$ cat src/hdl/liu_pkg.sv
// shared constants of the line interface interrupt and reset logic
package liu_pkg;

   // register bus geometry
   localparam int ADDR_W = 5;

   // register offsets
   localparam logic [4:0] OFF_SOFT_RST     = 5'h01;
   localparam logic [4:0] OFF_GLOBAL_CFG   = 5'h02;
   localparam logic [4:0] OFF_MASK0        = 5'h14;
   localparam logic [4:0] OFF_MASK1        = 5'h15;
   localparam logic [4:0] OFF_EDGE_SEL     = 5'h16;
   localparam logic [4:0] OFF_LINE_STATUS0 = 5'h17;
   localparam logic [4:0] OFF_LINE_STATUS1 = 5'h18;
   localparam logic [4:0] OFF_FLAGS0       = 5'h19;
   localparam logic [4:0] OFF_FLAGS1       = 5'h1a;
   localparam logic [4:0] OFF_DRV_CTL      = 5'h1f;

   // global configuration field layout
   localparam int CFG_PIN_LSB = 0;
   localparam int CFG_STD_BIT = 2;

   // request pin drive modes
   localparam logic [1:0] PIN_OPEN_DRAIN = 2'h0;
   localparam logic [1:0] PIN_PP_LOW     = 2'h1;
   localparam logic [1:0] PIN_PP_HIGH    = 2'h2;

   // values after reset
   localparam logic [1:0] CFG_PIN_RST    = 2'h0;
   localparam logic       LINE_STD_RST   = 1'b0;
   localparam logic [7:0] MASK_RST       = 8'hff;
   localparam logic [7:0] EDGE_SEL_RST   = 8'h00;
   localparam logic [7:0] FLAGS_RST      = 8'h00;
   localparam logic       DRV_EN_RST     = 1'b0;

   // timing
   localparam int CLK_PERIOD_NS   = 25;
   localparam int SOFT_RST_MAX_NS = 1000;
   localparam int HW_RST_MIN_NS   = 100;
   localparam int SETTLE_MIN_NS   = 50000;

   localparam logic [5:0]  SOFT_RST_CYC = 6'(SOFT_RST_MAX_NS / CLK_PERIOD_NS);
   localparam logic [10:0] HW_RST_CYC   = 11'((HW_RST_MIN_NS + CLK_PERIOD_NS - 1) / CLK_PERIOD_NS);
   localparam logic [10:0] SETTLE_CYC   = 11'((SETTLE_MIN_NS + CLK_PERIOD_NS - 1) / CLK_PERIOD_NS);

endpackage

$ cat src/hdl/liu_link_if.sv
// register bus, reset pin and interrupt request pin between host and device
`timescale 1ns/100ps
`default_nettype none
interface liu_link_if;
   logic [4:0] addr;      // register offset
   logic [7:0] wdata;     // write data
   logic       wr;        // write strobe
   logic       rd;        // read strobe
   logic [7:0] rdata;     // read data, cycle after rd
   logic       rstN;      // hardware reset pin, low active
   logic       intOut;    // request pin driven value
   logic       intOe;     // request pin output enable
   logic       intLevel;  // resolved pin level

   // external pull-up holds the pin high while nobody drives
   assign intLevel = intOe ? intOut : 1'b1;

   modport dev
   (
      input  addr,
      input  wdata,
      input  wr,
      input  rd,
      input  rstN,
      output rdata,
      output intOut,
      output intOe
   );

   modport host
   (
      output addr,
      output wdata,
      output wr,
      output rd,
      output rstN,
      input  rdata,
      input  intLevel
   );
endinterface
`default_nettype wire

$ cat src/hdl/liu_device.sv
// device end: interrupt flags, masks, request pin and reset control
// Functional notes
// - config 00 or 11 gives open-drain low pin
// - config 01 gives push-pull active-low pin
// - config 10 gives push-pull active-high pin
// - one pin, asserted exactly while unmasked flag pending
// - events latch into flag registers 19h, 1ah
// - per-source enable via mask registers 14h, 15h
// - mask zero passes flag, one blocks it
// - level events set flags through edge selection
// - reading a flag register releases the pin
// - read clears returned flags, new events relatch
// - sixteen source categories feed the flags
// - eight level events with status and edge bits
// - eight pulse events with flag and mask only
// - write to 01h resets device within 1 us
// - host holds reset pin low 100 ns minimum
// - reference clock keeps running during hardware reset
// - host waits 50 us after any reset
// - host sets line standard bit after reset
// - reset floats drivers, clears state, loads defaults
// - soft reset keeps the line standard bit
`timescale 1ns/100ps
`default_nettype none
module liu_device
   import liu_pkg::*;
(
   input  wire logic       clk,           // master reference clock
   input  wire logic       sys_rst,       // power-on reset, async high
   liu_link_if.dev         link,          // pins toward the host
   input  wire logic [7:0] levelStatus,   // live level status, status 0 layout
   input  wire logic [7:0] pulseEvents,   // one-cycle events, flags 1 layout
   input  wire logic [5:0] auxStatus,     // low bits of line status 1
   output logic            lineStandard,  // line standard select, 1 = T1/J1
   output logic            driverOe,      // line drivers enabled
   output logic            inReset        // internal reset in progress
);

   typedef struct packed {
      logic [1:0] pinCfg;
      logic       lineStd;
      logic [7:0] mask0;
      logic [7:0] mask1;
      logic [7:0] edgeSel;
      logic [7:0] flags0;
      logic [7:0] flags1;
      logic [7:0] statPrev;
      logic [7:0] rdData;
      logic       drvEn;
      logic [5:0] softCnt;
      logic       intOut;
      logic       intOe;
   } liu_dev_state_t;

   localparam liu_dev_state_t DEV_RST = '{
      pinCfg:   CFG_PIN_RST,
      lineStd:  LINE_STD_RST,
      mask0:    MASK_RST,
      mask1:    MASK_RST,
      edgeSel:  EDGE_SEL_RST,
      flags0:   FLAGS_RST,
      flags1:   FLAGS_RST,
      statPrev: 8'h00,
      rdData:   8'h00,
      drvEn:    DRV_EN_RST,
      softCnt:  6'h00,
      intOut:   1'b0,
      intOe:    1'b0
   };

   liu_dev_state_t s;
   liu_dev_state_t n;
   logic           rstNSync;
   logic [7:0]     setLevel;
   logic           pending;
   logic           softActive;

   function automatic logic hit(input logic [4:0] a, input logic [4:0] off);
      hit = (a == off);
   endfunction

   // edge bit zero takes rising changes only, one takes any change
   function automatic logic [7:0] level_set
   (
      input logic [7:0] now,
      input logic [7:0] prev,
      input logic [7:0] anyEdge
   );
      level_set = (now & ~prev) | (anyEdge & ~now & prev);
   endfunction

   assign softActive = (s.softCnt != 6'h00);

   // hardware reset pin comes from outside the clock domain
   liu_sync2 u_rst_sync
   (
      .clk     (clk),
      .sys_rst (sys_rst),
      .din     (link.rstN),
      .dout    (rstNSync)
   );

   always_comb
   begin
      n = s;
      n.rdData = 8'h00;
      setLevel = level_set(levelStatus, s.statPrev, s.edgeSel);
      n.statPrev = levelStatus;

      if (!rstNSync)
      begin
         n = DEV_RST;
      end
      else if (softActive)
      begin
         n = DEV_RST;
         n.lineStd = s.lineStd;
         n.softCnt = s.softCnt - 6'h01;
      end
      else
      begin
         n.flags0 = s.flags0 | setLevel;
         n.flags1 = s.flags1 | pulseEvents;

         if (link.rd)
         begin
            case (link.addr)
               OFF_GLOBAL_CFG:   n.rdData = {5'h00, s.lineStd, s.pinCfg};
               OFF_MASK0:        n.rdData = s.mask0;
               OFF_MASK1:        n.rdData = s.mask1;
               OFF_EDGE_SEL:     n.rdData = s.edgeSel;
               OFF_LINE_STATUS0: n.rdData = levelStatus;
               OFF_LINE_STATUS1: n.rdData = {2'h0, auxStatus};
               OFF_FLAGS0:       n.rdData = s.flags0;
               OFF_FLAGS1:       n.rdData = s.flags1;
               OFF_DRV_CTL:      n.rdData = {7'h00, s.drvEn};
               default:          n.rdData = 8'h00;
            endcase
            // only the returned bits clear; a same-cycle event stays set
            if (hit(link.addr, OFF_FLAGS0))
               n.flags0 = setLevel;
            if (hit(link.addr, OFF_FLAGS1))
               n.flags1 = pulseEvents;
         end

         if (link.wr)
         begin
            if (hit(link.addr, OFF_SOFT_RST))
               n.softCnt = SOFT_RST_CYC;
            if (hit(link.addr, OFF_GLOBAL_CFG))
            begin
               n.pinCfg  = link.wdata[CFG_PIN_LSB +: 2];
               n.lineStd = link.wdata[CFG_STD_BIT];
            end
            if (hit(link.addr, OFF_MASK0))
               n.mask0 = link.wdata;
            if (hit(link.addr, OFF_MASK1))
               n.mask1 = link.wdata;
            if (hit(link.addr, OFF_EDGE_SEL))
               n.edgeSel = link.wdata;
            if (hit(link.addr, OFF_DRV_CTL))
               n.drvEn = link.wdata[0];
         end
      end

      pending = (|(n.flags0 & ~n.mask0)) | (|(n.flags1 & ~n.mask1));

      case (n.pinCfg)
         PIN_PP_LOW:
         begin
            n.intOut = ~pending;
            n.intOe  = 1'b1;
         end
         PIN_PP_HIGH:
         begin
            n.intOut = pending;
            n.intOe  = 1'b1;
         end
         default:
         begin
            // pull low only; the external pull-up gives the idle level
            n.intOut = 1'b0;
            n.intOe  = pending;
         end
      endcase

      // pin floats while any reset is in progress
      if (!rstNSync || softActive)
      begin
         n.intOut = 1'b0;
         n.intOe  = 1'b0;
      end
   end

   always_ff @(posedge clk or posedge sys_rst)
   begin
      if (sys_rst)
         s <= DEV_RST;
      else
         s <= n;
   end

   assign link.rdata   = s.rdData;
   assign link.intOut  = s.intOut;
   assign link.intOe   = s.intOe;
   assign lineStandard = s.lineStd;
   assign driverOe     = s.drvEn;
   assign inReset      = ~rstNSync | softActive;

endmodule
`default_nettype wire

$ cat src/hdl/liu_sync2.sv
// two flip-flop synchroniser for a level from another domain
`timescale 1ns/100ps
`default_nettype none
module liu_sync2
(
   input  wire logic clk,      // clock
   input  wire logic sys_rst,  // async reset, high
   input  wire logic din,      // asynchronous level
   output logic      dout      // synchronised level
);
   typedef struct packed {
      logic meta;
      logic stable;
   } liu_sync_state_t;

   liu_sync_state_t s;
   liu_sync_state_t n;

   always_comb
   begin
      n.meta   = din;
      n.stable = s.meta;
   end

   always_ff @(posedge clk or posedge sys_rst)
   begin
      if (sys_rst)
         s <= '0;
      else
         s <= n;
   end

   assign dout = s.stable;
endmodule
`default_nettype wire

$ cat src/flat_wrapper.sv
// flat-port wrapper written by rule: the top's interface ports become plain ports
module liu_device_flat import liu_pkg::*;
  (clk, sys_rst, levelStatus, pulseEvents, auxStatus, lineStandard, driverOe, inReset, link_addr, link_wdata, link_wr, link_rd, link_rstN, link_rdata, link_intOut, link_intOe);
  liu_link_if link_i ();
  input  wire logic clk;
  input  wire logic sys_rst;
  input  wire logic [7:0] levelStatus;
  input  wire logic [7:0] pulseEvents;
  input  wire logic [5:0] auxStatus;
  output logic lineStandard;
  output logic driverOe;
  output logic inReset;
  input wire logic [$bits(link_i.addr)-1:0] link_addr;
  input wire logic [$bits(link_i.wdata)-1:0] link_wdata;
  input wire logic [$bits(link_i.wr)-1:0] link_wr;
  input wire logic [$bits(link_i.rd)-1:0] link_rd;
  input wire logic [$bits(link_i.rstN)-1:0] link_rstN;
  output wire logic [$bits(link_i.rdata)-1:0] link_rdata;
  output wire logic [$bits(link_i.intOut)-1:0] link_intOut;
  output wire logic [$bits(link_i.intOe)-1:0] link_intOe;
  assign link_i.addr = link_addr;
  assign link_i.wdata = link_wdata;
  assign link_i.wr = link_wr;
  assign link_i.rd = link_rd;
  assign link_i.rstN = link_rstN;
  assign link_rdata = link_i.rdata;
  assign link_intOut = link_i.intOut;
  assign link_intOe = link_i.intOe;
  liu_device u_core (.clk(clk), .sys_rst(sys_rst), .link(link_i), .levelStatus(levelStatus), .pulseEvents(pulseEvents), .auxStatus(auxStatus), .lineStandard(lineStandard), .driverOe(driverOe), .inReset(inReset));
endmodule
$ cat config.mk
export PLATFORM = sky130hd
export DESIGN_NAME = liu_device_flat
export DESIGN_NICKNAME = d
export VERILOG_FILES = /design/src/hdl/liu_pkg.sv /design/src/hdl/liu_link_if.sv /design/src/hdl/liu_device.sv /design/src/hdl/liu_sync2.sv /design/src/flat_wrapper.sv
export SDC_FILE = /design/constraint.sdc
export NUM_CORES = 1
export LEC_CHECK = 0
export BUFFER_PORTS_ARGS = -buffer_cell sky130_fd_sc_hd__buf_2
export CAP_MARGIN = 10
export CORE_MARGIN = 2
export CORE_UTILIZATION = 40
export CTS_CLUSTER_DIAMETER = 120
export DETAILED_ROUTE_END_ITERATION = 7
export GPL_TIMING_DRIVEN = 0
export HOLD_SLACK_MARGIN = 0.12
export PLACE_DENSITY = 0.62
export SLEW_MARGIN = 5
export SYNTH_ARGS = -nofsm -noshare
export SYNTH_HDL_FRONTEND = slang
export SYNTH_SLANG_ARGS = --single-unit
$ cat constraint.sdc
create_clock -name clk -period 5.6 [get_ports clk]
set_input_delay 0.28 -clock clk [delete_from_list [all_inputs] [get_ports clk]]
set_output_delay 0.28 -clock clk [all_outputs]
set_load 0.005 [all_outputs]
After elaboration in Yosys (flattened, before gate mapping)
Cells that the tools add are included.
- logic and storage cells: 80
- register bits: 70
- input port bits: 40
- output and inout bits: 13
- mux-type cells: 20
- reductions and logical operators: 9
- add/sub/neg operators: 1
- equality and inequality tests: 19
- bitwise logic cells: 16
- operator list (kind ; number):
    $pmux W8 S9 ; 1
    $mux W68 ; 1
    $mux W8 ; 7
    $mux W43 ; 1
    $and A8 B8 Y8 ; 5
    $eq A5 B5 Y1 const B ; 8
    $not A8 Y8 ; 4
    $mux W27 ; 1
    $or A8 B8 Y8 ; 3
    $mux W16 ; 1
    $reduce_or A8 Y1 ; 2
    $mux W15 ; 1
    $ne A3 B1 Y1 const B ; 3
    $mux W7 ; 1
    $mux W6 ; 1
    $reduce_and A2 Y1 ; 3
    $reduce_bool A6 Y1 ; 1
    $sub A6 B1 Y6 const B ; 1
    $eq A5 B1 Y1 const B ; 1
    $eq A5 B2 Y1 const B ; 1
    $mux W2 ; 2
    $ne A2 B2 Y1 const B ; 2
    $pmux W2 S2 ; 1
    $mux W3 ; 1
    10 further kinds ; 12

Logic depth before layout (Yosys ltp)
Gate-level depths: netlist of the first run.
- depth in word-level cells: 16
- mapped depth: 11
- depth with buffers taken out: 9

Hierarchy
From an unflattened synthesis of the first run, not the netlist that was laid out.
- cells, all modules: 336
- area total of the unflattened synthesis: 3443.3 um^2
- modules (own cells, without submodules) (module ; cells each ; sequential area each (um^2) ; area each (um^2) ; times used):
    liu_device ; 333 ; 1721.7 ; 3389.5 ; 1
    liu_sync2 ; 3 ; 50.0 ; 53.8 ; 1

Worst setup path before layout of the first run
Ideal clock, no wire load.
- path type: input -> register
- start: in link_addr[0]
- end: reg u_core.s, in the netlist u_core.link.intOut
- stages: 9
- buffers on the path: 2
- required time: 5.521 ns
- arrival: 2.234 ns
- setup slack: 3.287 ns
- library setup time: 0.079 ns
- cells stage by stage: nand2b_1 buf_6 or4_4 buf_6 a21o_1 o2bb2ai_1 or4_1 nor2_2 mux2i_1
- RTL lines (item ; line ; source):
    start: declaration ; flat_wrapper.sv:13 ; input wire logic [$bits(link_i.addr)-1:0] link_addr;
    end signal: assignment ; liu_device.sv:200 ; s <= n;
    end: declaration ; liu_device.sv:71 ; liu_dev_state_t s;

Worst setup path in the final report of the first run
- start: reg u_core.s[2] (netlist bit)
- end: out inReset
- word-level cells in the longest chain between the ends: 2
- ends and longest elaborated chain (item ; line ; source):
    $reduce_bool A6 Y1 ; liu_device.sv:92 ; assign softActive = (s.softCnt != 6'h00);
    $or A1 B1 Y1 ; liu_device.sv:208 ; assign inReset = ~rstNSync | softActive;
    end: declaration ; flat_wrapper.sv:12 ; output logic inReset;
Every way passes these cells.

==> metrics.txt, run 1 <==
outcome finished clean; initial antenna violation count 0; drt first pass iters 6; hold-critical path depth 3; Die Y 96.8 um; Num CTS Buffers 9; DRC Markers 0; CTS tree done; Vias 3,015; Max Cap Violations 0; WL final 9840 um; num ports 53; worst skew pair latency 350 ps; crit-path max FO 10; HP Class in -> reg; first-pass GRT wire length 15,800 um; DRT antenna net count 0; Synth Register Bits 70; synth unique cells 47; Post-Syn Instances 345; DP HPWL 6700 um; multiplexer area fraction after synthesis 6.10%; RSZ-0062 raised after global routing false; Worst Tran Pin Value 1340 ps; CORE AREA 8300 um^2; initial core utilization 41.5%; critical-path cell list inv_1, ha_1, and4b_1, clkbuf_1, inv_1, clkbuf_1, buf_1, buf_2; Initial DRC Count 297; Startpoint Class flip-flop; top_reg_cell synth dfrtp_1; die area 9370 um^2; Final GP Congestion 0.876; pwr dens 319 nW/um^2; CTS clk-pin slew, worst paths 70 ps; Clock Skews 5.99 ps; CP required 5320 ps; Post-synth EDFFs 0; Area growth syn-to-layout 19.4%; Fmax 317 MHz; Fillers 793; Critical Path End Type primary output; xor/xnor share of the synthesized area 0.254%; final setup violation count 0; Syn. warnings 0; GRT Overall Usage 21.5%; vias in the first global route 3,017; Post-CTS Setup Bufs 0; clk sinks 70; ANT cells 0; largest net degree at the start of global routing 67; post-synthesis compound-gate area fraction 17.3%; simple-gate share of the synthesized area 18.1%; Seq/Total Area, Yosys 51.5%; adder-cell area share of the yosys netlist 1.45%; LEAKAGE 0.00189 uW; width of the die 96.8 um; setup_tns 0 ps; fin crit period 3150 ps; Hold Fails Final Rpt 0; Power, Total 1310 uW; crit-path max cell delay 520 ps; routed len/inst 18.8 um; H-tree levels 3; Setup Crit Path Kind reg -> out; share of cells above drive strength 1 24.5%; Syn Std Cell Area 3440 um^2; IO Port Bufs 52; Mapped Nets 389; Clock Root Buffer clkbuf_8; row count 33; Peak VDD IR 0.130 mV; nets 456; Async SR Flop Fraction 100%; Tcrit/Tclk final 56.3%; Slowest-stage cell, CP buf_1; vias per std cell 5.78; GRT overflow 0; Max clock buf depth 2; syn_area_per_cell 9.98 um^2; worst-case reg-to-reg path depth 6; Max-slew headroom 9.80%; largest family of logic cells by synthesized area simple AND/OR/NAND/NOR gates; CP Data Arrival Time 2870 ps; Final Max Tran Viols 0; Worst Hold Slack 167 ps
layer usage:
metal	global-route usage, %	vias to the layer above	part of all wire (%)
met3	3.97	22	5.8
li1	-	1389	-
met1	28.8	1485	44
met5	0	-	0
met2	34.6	119	47
met4	8.88	0	2.6
flip-flops by register name (all words and copies together) (netlist names):
register / count
u_core.s: 56
u_core.u_rst_sync.n: 1
u_core.link.intOut: 1
u_core.link.intOe: 1
u_core.lineStandard: 1
u_core.link.rdata: 8
u_core.u_rst_sync.dout: 1
u_core.driverOe: 1
per-stage QoR:
stage | worst slack (ps) | utilization (%) | instance area (um^2) | instances
floorplan | 3290 | - | 3440 | 345
global placement | 2520 | 46.2 | 3830 | 502
detailed placement | 2530 | 46.6 | 3860 | 503
CTS | 2420 | 49.5 | 4110 | 521
global route | 2260 | 49.6 | 4110 | 522
finish | 2450 | 49.6 | 4110 | 522
cell type report:
type / instances / area, um^2 / share of cell area (%)
Sequential cell: 70 / 1770 / 43.1
Multi-Input combinational cell: 239 / 1490 / 36.2
Timing Repair Buffer: 56 / 315 / 7.67
Clock buffer: 14 / 183 / 4.44
Buffer: 25 / 140 / 3.41
Tap cell: 105 / 131 / 3.19
Inverter: 11 / 43.8 / 1.06
Clock inverter: 2 / 37.5 / 0.913
synth_stat cells (7+ instances only):
master	count	share of area [%]
o22ai_1	8	1.5
dfrtp_1	54	39
mux2i_1	21	6.1
buf_4	8	1.7
clkbuf_1	11	1.2
inv_1	11	1.2
dfstp_2	16	12
o21ai_0	18	2.6
a31oi_1	7	1.3
nand2_1	21	2.3
a21oi_1	17	2.5
a22oi_1	17	3.7
nand3_1	28	4.1
and2_1	12	2.2
nor2_1	33	3.6
worst max-delay path: cells and delay by family (launching register included):
kind	cells	cell delay [ps]
and+or+nand+nor	1	210
adders and majority gates	1	230
DFF	1	390
buffers and inverters	6	1680
cell families after synthesis:
| logic type | Yosys count |
|---|---|
| xor+xnor | 1 |
| simple gates | 123 |
| fa+ha+maj | 4 |
| mux | 21 |
| buf+inv | 36 |
| compound gates | 90 |
| flops | 70 |
layout by cell type, fill, tap and decap left out, drive strengths merged, types with 5 or more instances in the layout:
master	instances
and3	5
nor3	5
a31oi	7
nor2	34
nand2	21
dfrtp	54
and2	12
buf	67
a22oi	17
o22ai	8
a21oi	19
inv	11
dfstp	16
mux2i	21
o21ai	18
clkbuf	26
nand3	28
final timing paths:
| check | startpoint | to | slack (ps) |
|---|---|---|---|
| setup / recovery | u_core.s[2]$_DFFE_PP0P_ | inReset | 2450 |
| hold / removal | pulseEvents[6] | u_core.s[31]$_DFF_PP0_ | 170 |
| setup reg to reg | u_core.s[4]$_DFFE_PP0P_ | u_core.link.rdata[1]$_DFF_PP0_ | 2790 |
| hold reg to reg | u_core.u_rst_sync.n[0]$_DFF_PP0_ | u_core.u_rst_sync.dout$_DFF_PP0_ | 350 |
| max in group asynchronous | sys_rst | u_core.s[57]$_DFF_PP1_ | 4690 |
| min in group asynchronous | sys_rst | u_core.s[5]$_DFFE_PP0P_ | 350 |
where the power goes:
part           switching (uW)  internal (uW)  total (uW)
Sequential               36.6            556         593
Clock                     192            255         446
Combinational             177           95.0         272
repair_timing:
item / CTS / global route
hold buffers: 2 / 0
gates resized for setup: 0 / 0
hold endpoints to repair: 55 / 0
Note: power is estimated with default switching activity, not from simulation.
==> inputs of run 2 (changes only) <==
- clock period: 5.6 -> 3.1 ns (I/O delays scaled with it)
==> run 2 against run 1 <==
Core utilization increased by 2.5 points. Worst hold slack got worse by 43 ps. Sequential cell count unchanged. Critical path type unchanged. Non-clock buffer count increased by 21. Setup slack got worse by 2200 ps. Clock power increased by 81%.
==> metrics.txt, run 2 (synthesis gave the netlist of run 1 again) <==
first-pass GRT wire length 16,100 um; Highest Signal Layer met4; HP Start pulseEvents[1]; RR Endpoint u_core.link.rdata[1]$_DFF_PP0_; Final GP Congestion 0.876; crit-path max FO 10; crit-path max cell delay 440 ps; worst slack, placed 153 ps; Die Y 96.8 um; final setup violation count 0; Top reg by flops u_core.s; fin crit period 2870 ps; Final Util 52.1%; ANT cells 0; HP Class in -> reg; share of cells above drive strength 1 23.5%; routed wl met2 4760 um; commonest non-fill, non-tap cell in the layout dfrtp_1; Vias 3,073; initial antenna violation count 0; drt first pass iters 5; Non-Filler Instances 543; met1 WL 4360 um; nets 477; CORE AREA 8300 um^2; Peak VDD IR 0.234 mV; Min-Delay Endpoint u_core.s[26]$_DFF_PP0_; Slowest-stage cell, CP dfrtp_1; Cells after DPL 503; Final Max Tran Viols 0; Hold Fails Final Rpt 0; dpl cell area 3860 um^2; Max clock buf depth 2; Setup Crit Path Kind reg -> out; Num CTS Buffers 9; Fmax 348 MHz; Startpoint Class flip-flop; outcome finished clean; routed len/inst 18.3 um; H-tree levels 3; critical-path cell list nor3_1, and4b_1, clkbuf_1, inv_1, clkbuf_1, clkbuf_2, buf_2; reg2reg start u_core.s[4]$_DFFE_PP0P_; CP Data Arrival Time 2720 ps; largest net degree at the start of global routing 67; DRC Markers 0; CTS clk-pin slew, worst paths 70 ps; Area growth syn-to-layout 25.6%; DRT antenna net count 0; worst skew pair latency 350 ps; worst-case reg-to-reg path depth 6; Clock Root Buffer clkbuf_8; hold-critical path depth 3; GRT Overall Usage 21.8%; num ports 53; Largest register FFs 56; width of the die 96.8 um; commonest cells after routing, fill and taps aside dfrtp_1 (54), buf_2 (53), nor2_1 (33), nand3_1 (28), dlygate4sd3_1 (23); metal3 WL 542 um; Worst Tran Pin Value 1350 ps; pwr dens 553 nW/um^2; Clock Skews 5.80 ps; GRT overflow 0; Max Cap Violations 0; Tcrit/Tclk final 92.6%; vias in the first global route 3,103; Max-slew headroom 9.28%; LEAKAGE 0.00198 uW; vias per std cell 5.66; Final WS setup 230 ps; row count 33; Final Instance Area 4320 um^2; RSZ-0062 raised after global routing false; WP buf/inv 5; Critical Path End Type primary output; Initial DRC Count 320; clk sinks 70; initial core utilization 41.5%; DP HPWL 6700 um; CTS tree done; Crit path top cell by count clkbuf_1; setup_tns 0 ps; Top delay family on crit path buffers and inverters; r2r setup slk 290 ps; IO Port Bufs 52; die area 9370 um^2; WL final 9920 um; CP required 2940 ps
[run 2: cell count changes in the layout (fill, tap and decap cells not counted)]
| cell | delta |
|---|---|
| clkbuf_2 | +1 |
| dlygate4sd3_1 | +21 |
| buf_1 | -1 |
[run 2: per-layer routing]
layer	vias to the layer above	track usage [%]
li1	1433	-
met1	1488	29.0
met2	123	35.3
met3	29	3.97
met4	0	8.88
met5	-	0
[run 2: what timing repair did]
| item | in CTS | in global routing |
|---|---|---|
| hold buffers | 23 | 0 |
| gates resized for setup | 0 | 1 |
| setup endpoints to repair | 0 | 1 |
| buffers inserted | 0 | 0 |
| endpoints found under the hold margin | 87 | 0 |
[run 2: report_power, final]
part	internal (uW)	total, uW	switching, uW
Combinational	190	512	322
Clock	460	808	348
Sequential	1000	1070	66.7
[run 2: layout make-up]
class,instances,area (um^2)
Multi-Input combinational cell,239,1490
Timing Repair Buffer,77,526
Sequential cell,70,1770
Fill cell,778,3980
Tap cell,105,131
Clock inverter,2,37.5
Inverter,11,43.8
Clock buffer,14,183
Buffer,25,141
[run 2: worst register-to-register path: cells and delay by family (launching register included)]
kind / cells / cell delay [ps]
simple gates: 3 / 1160
buf+inv: 2 / 750
flops: 1 / 440
compound gates: 1 / 370
[run 2: through the flow]
stage                     hold slack [ps]  total power [uW]
after global routing                  146              2520
after global placement                264              1550
final                                 124              2390
after floorplan                       186              1380
after CTS                             121              2390
after detailed placement             40.9              1570
[run 2: worst max-delay path by stage]
stage	from	to	depth (start not counted)	slack (ps)
finish	u_core.s[4]$_DFFE_PP0P_	inReset	7	230
global route	u_core.s[4]$_DFFE_PP0P_	inReset	7	50
CTS	u_core.s[2]$_DFFE_PP0P_	inReset	8	50
detailed placement	link_addr[0]	u_core.link.intOut$_DFF_PP0_	9	150
global placement	link_addr[4]	u_core.link.intOut$_DFF_PP0_	9	150
floorplan	u_core.s[2]$_DFFE_PP0P_	u_core.link.intOut$_DFF_PP0_	10	860
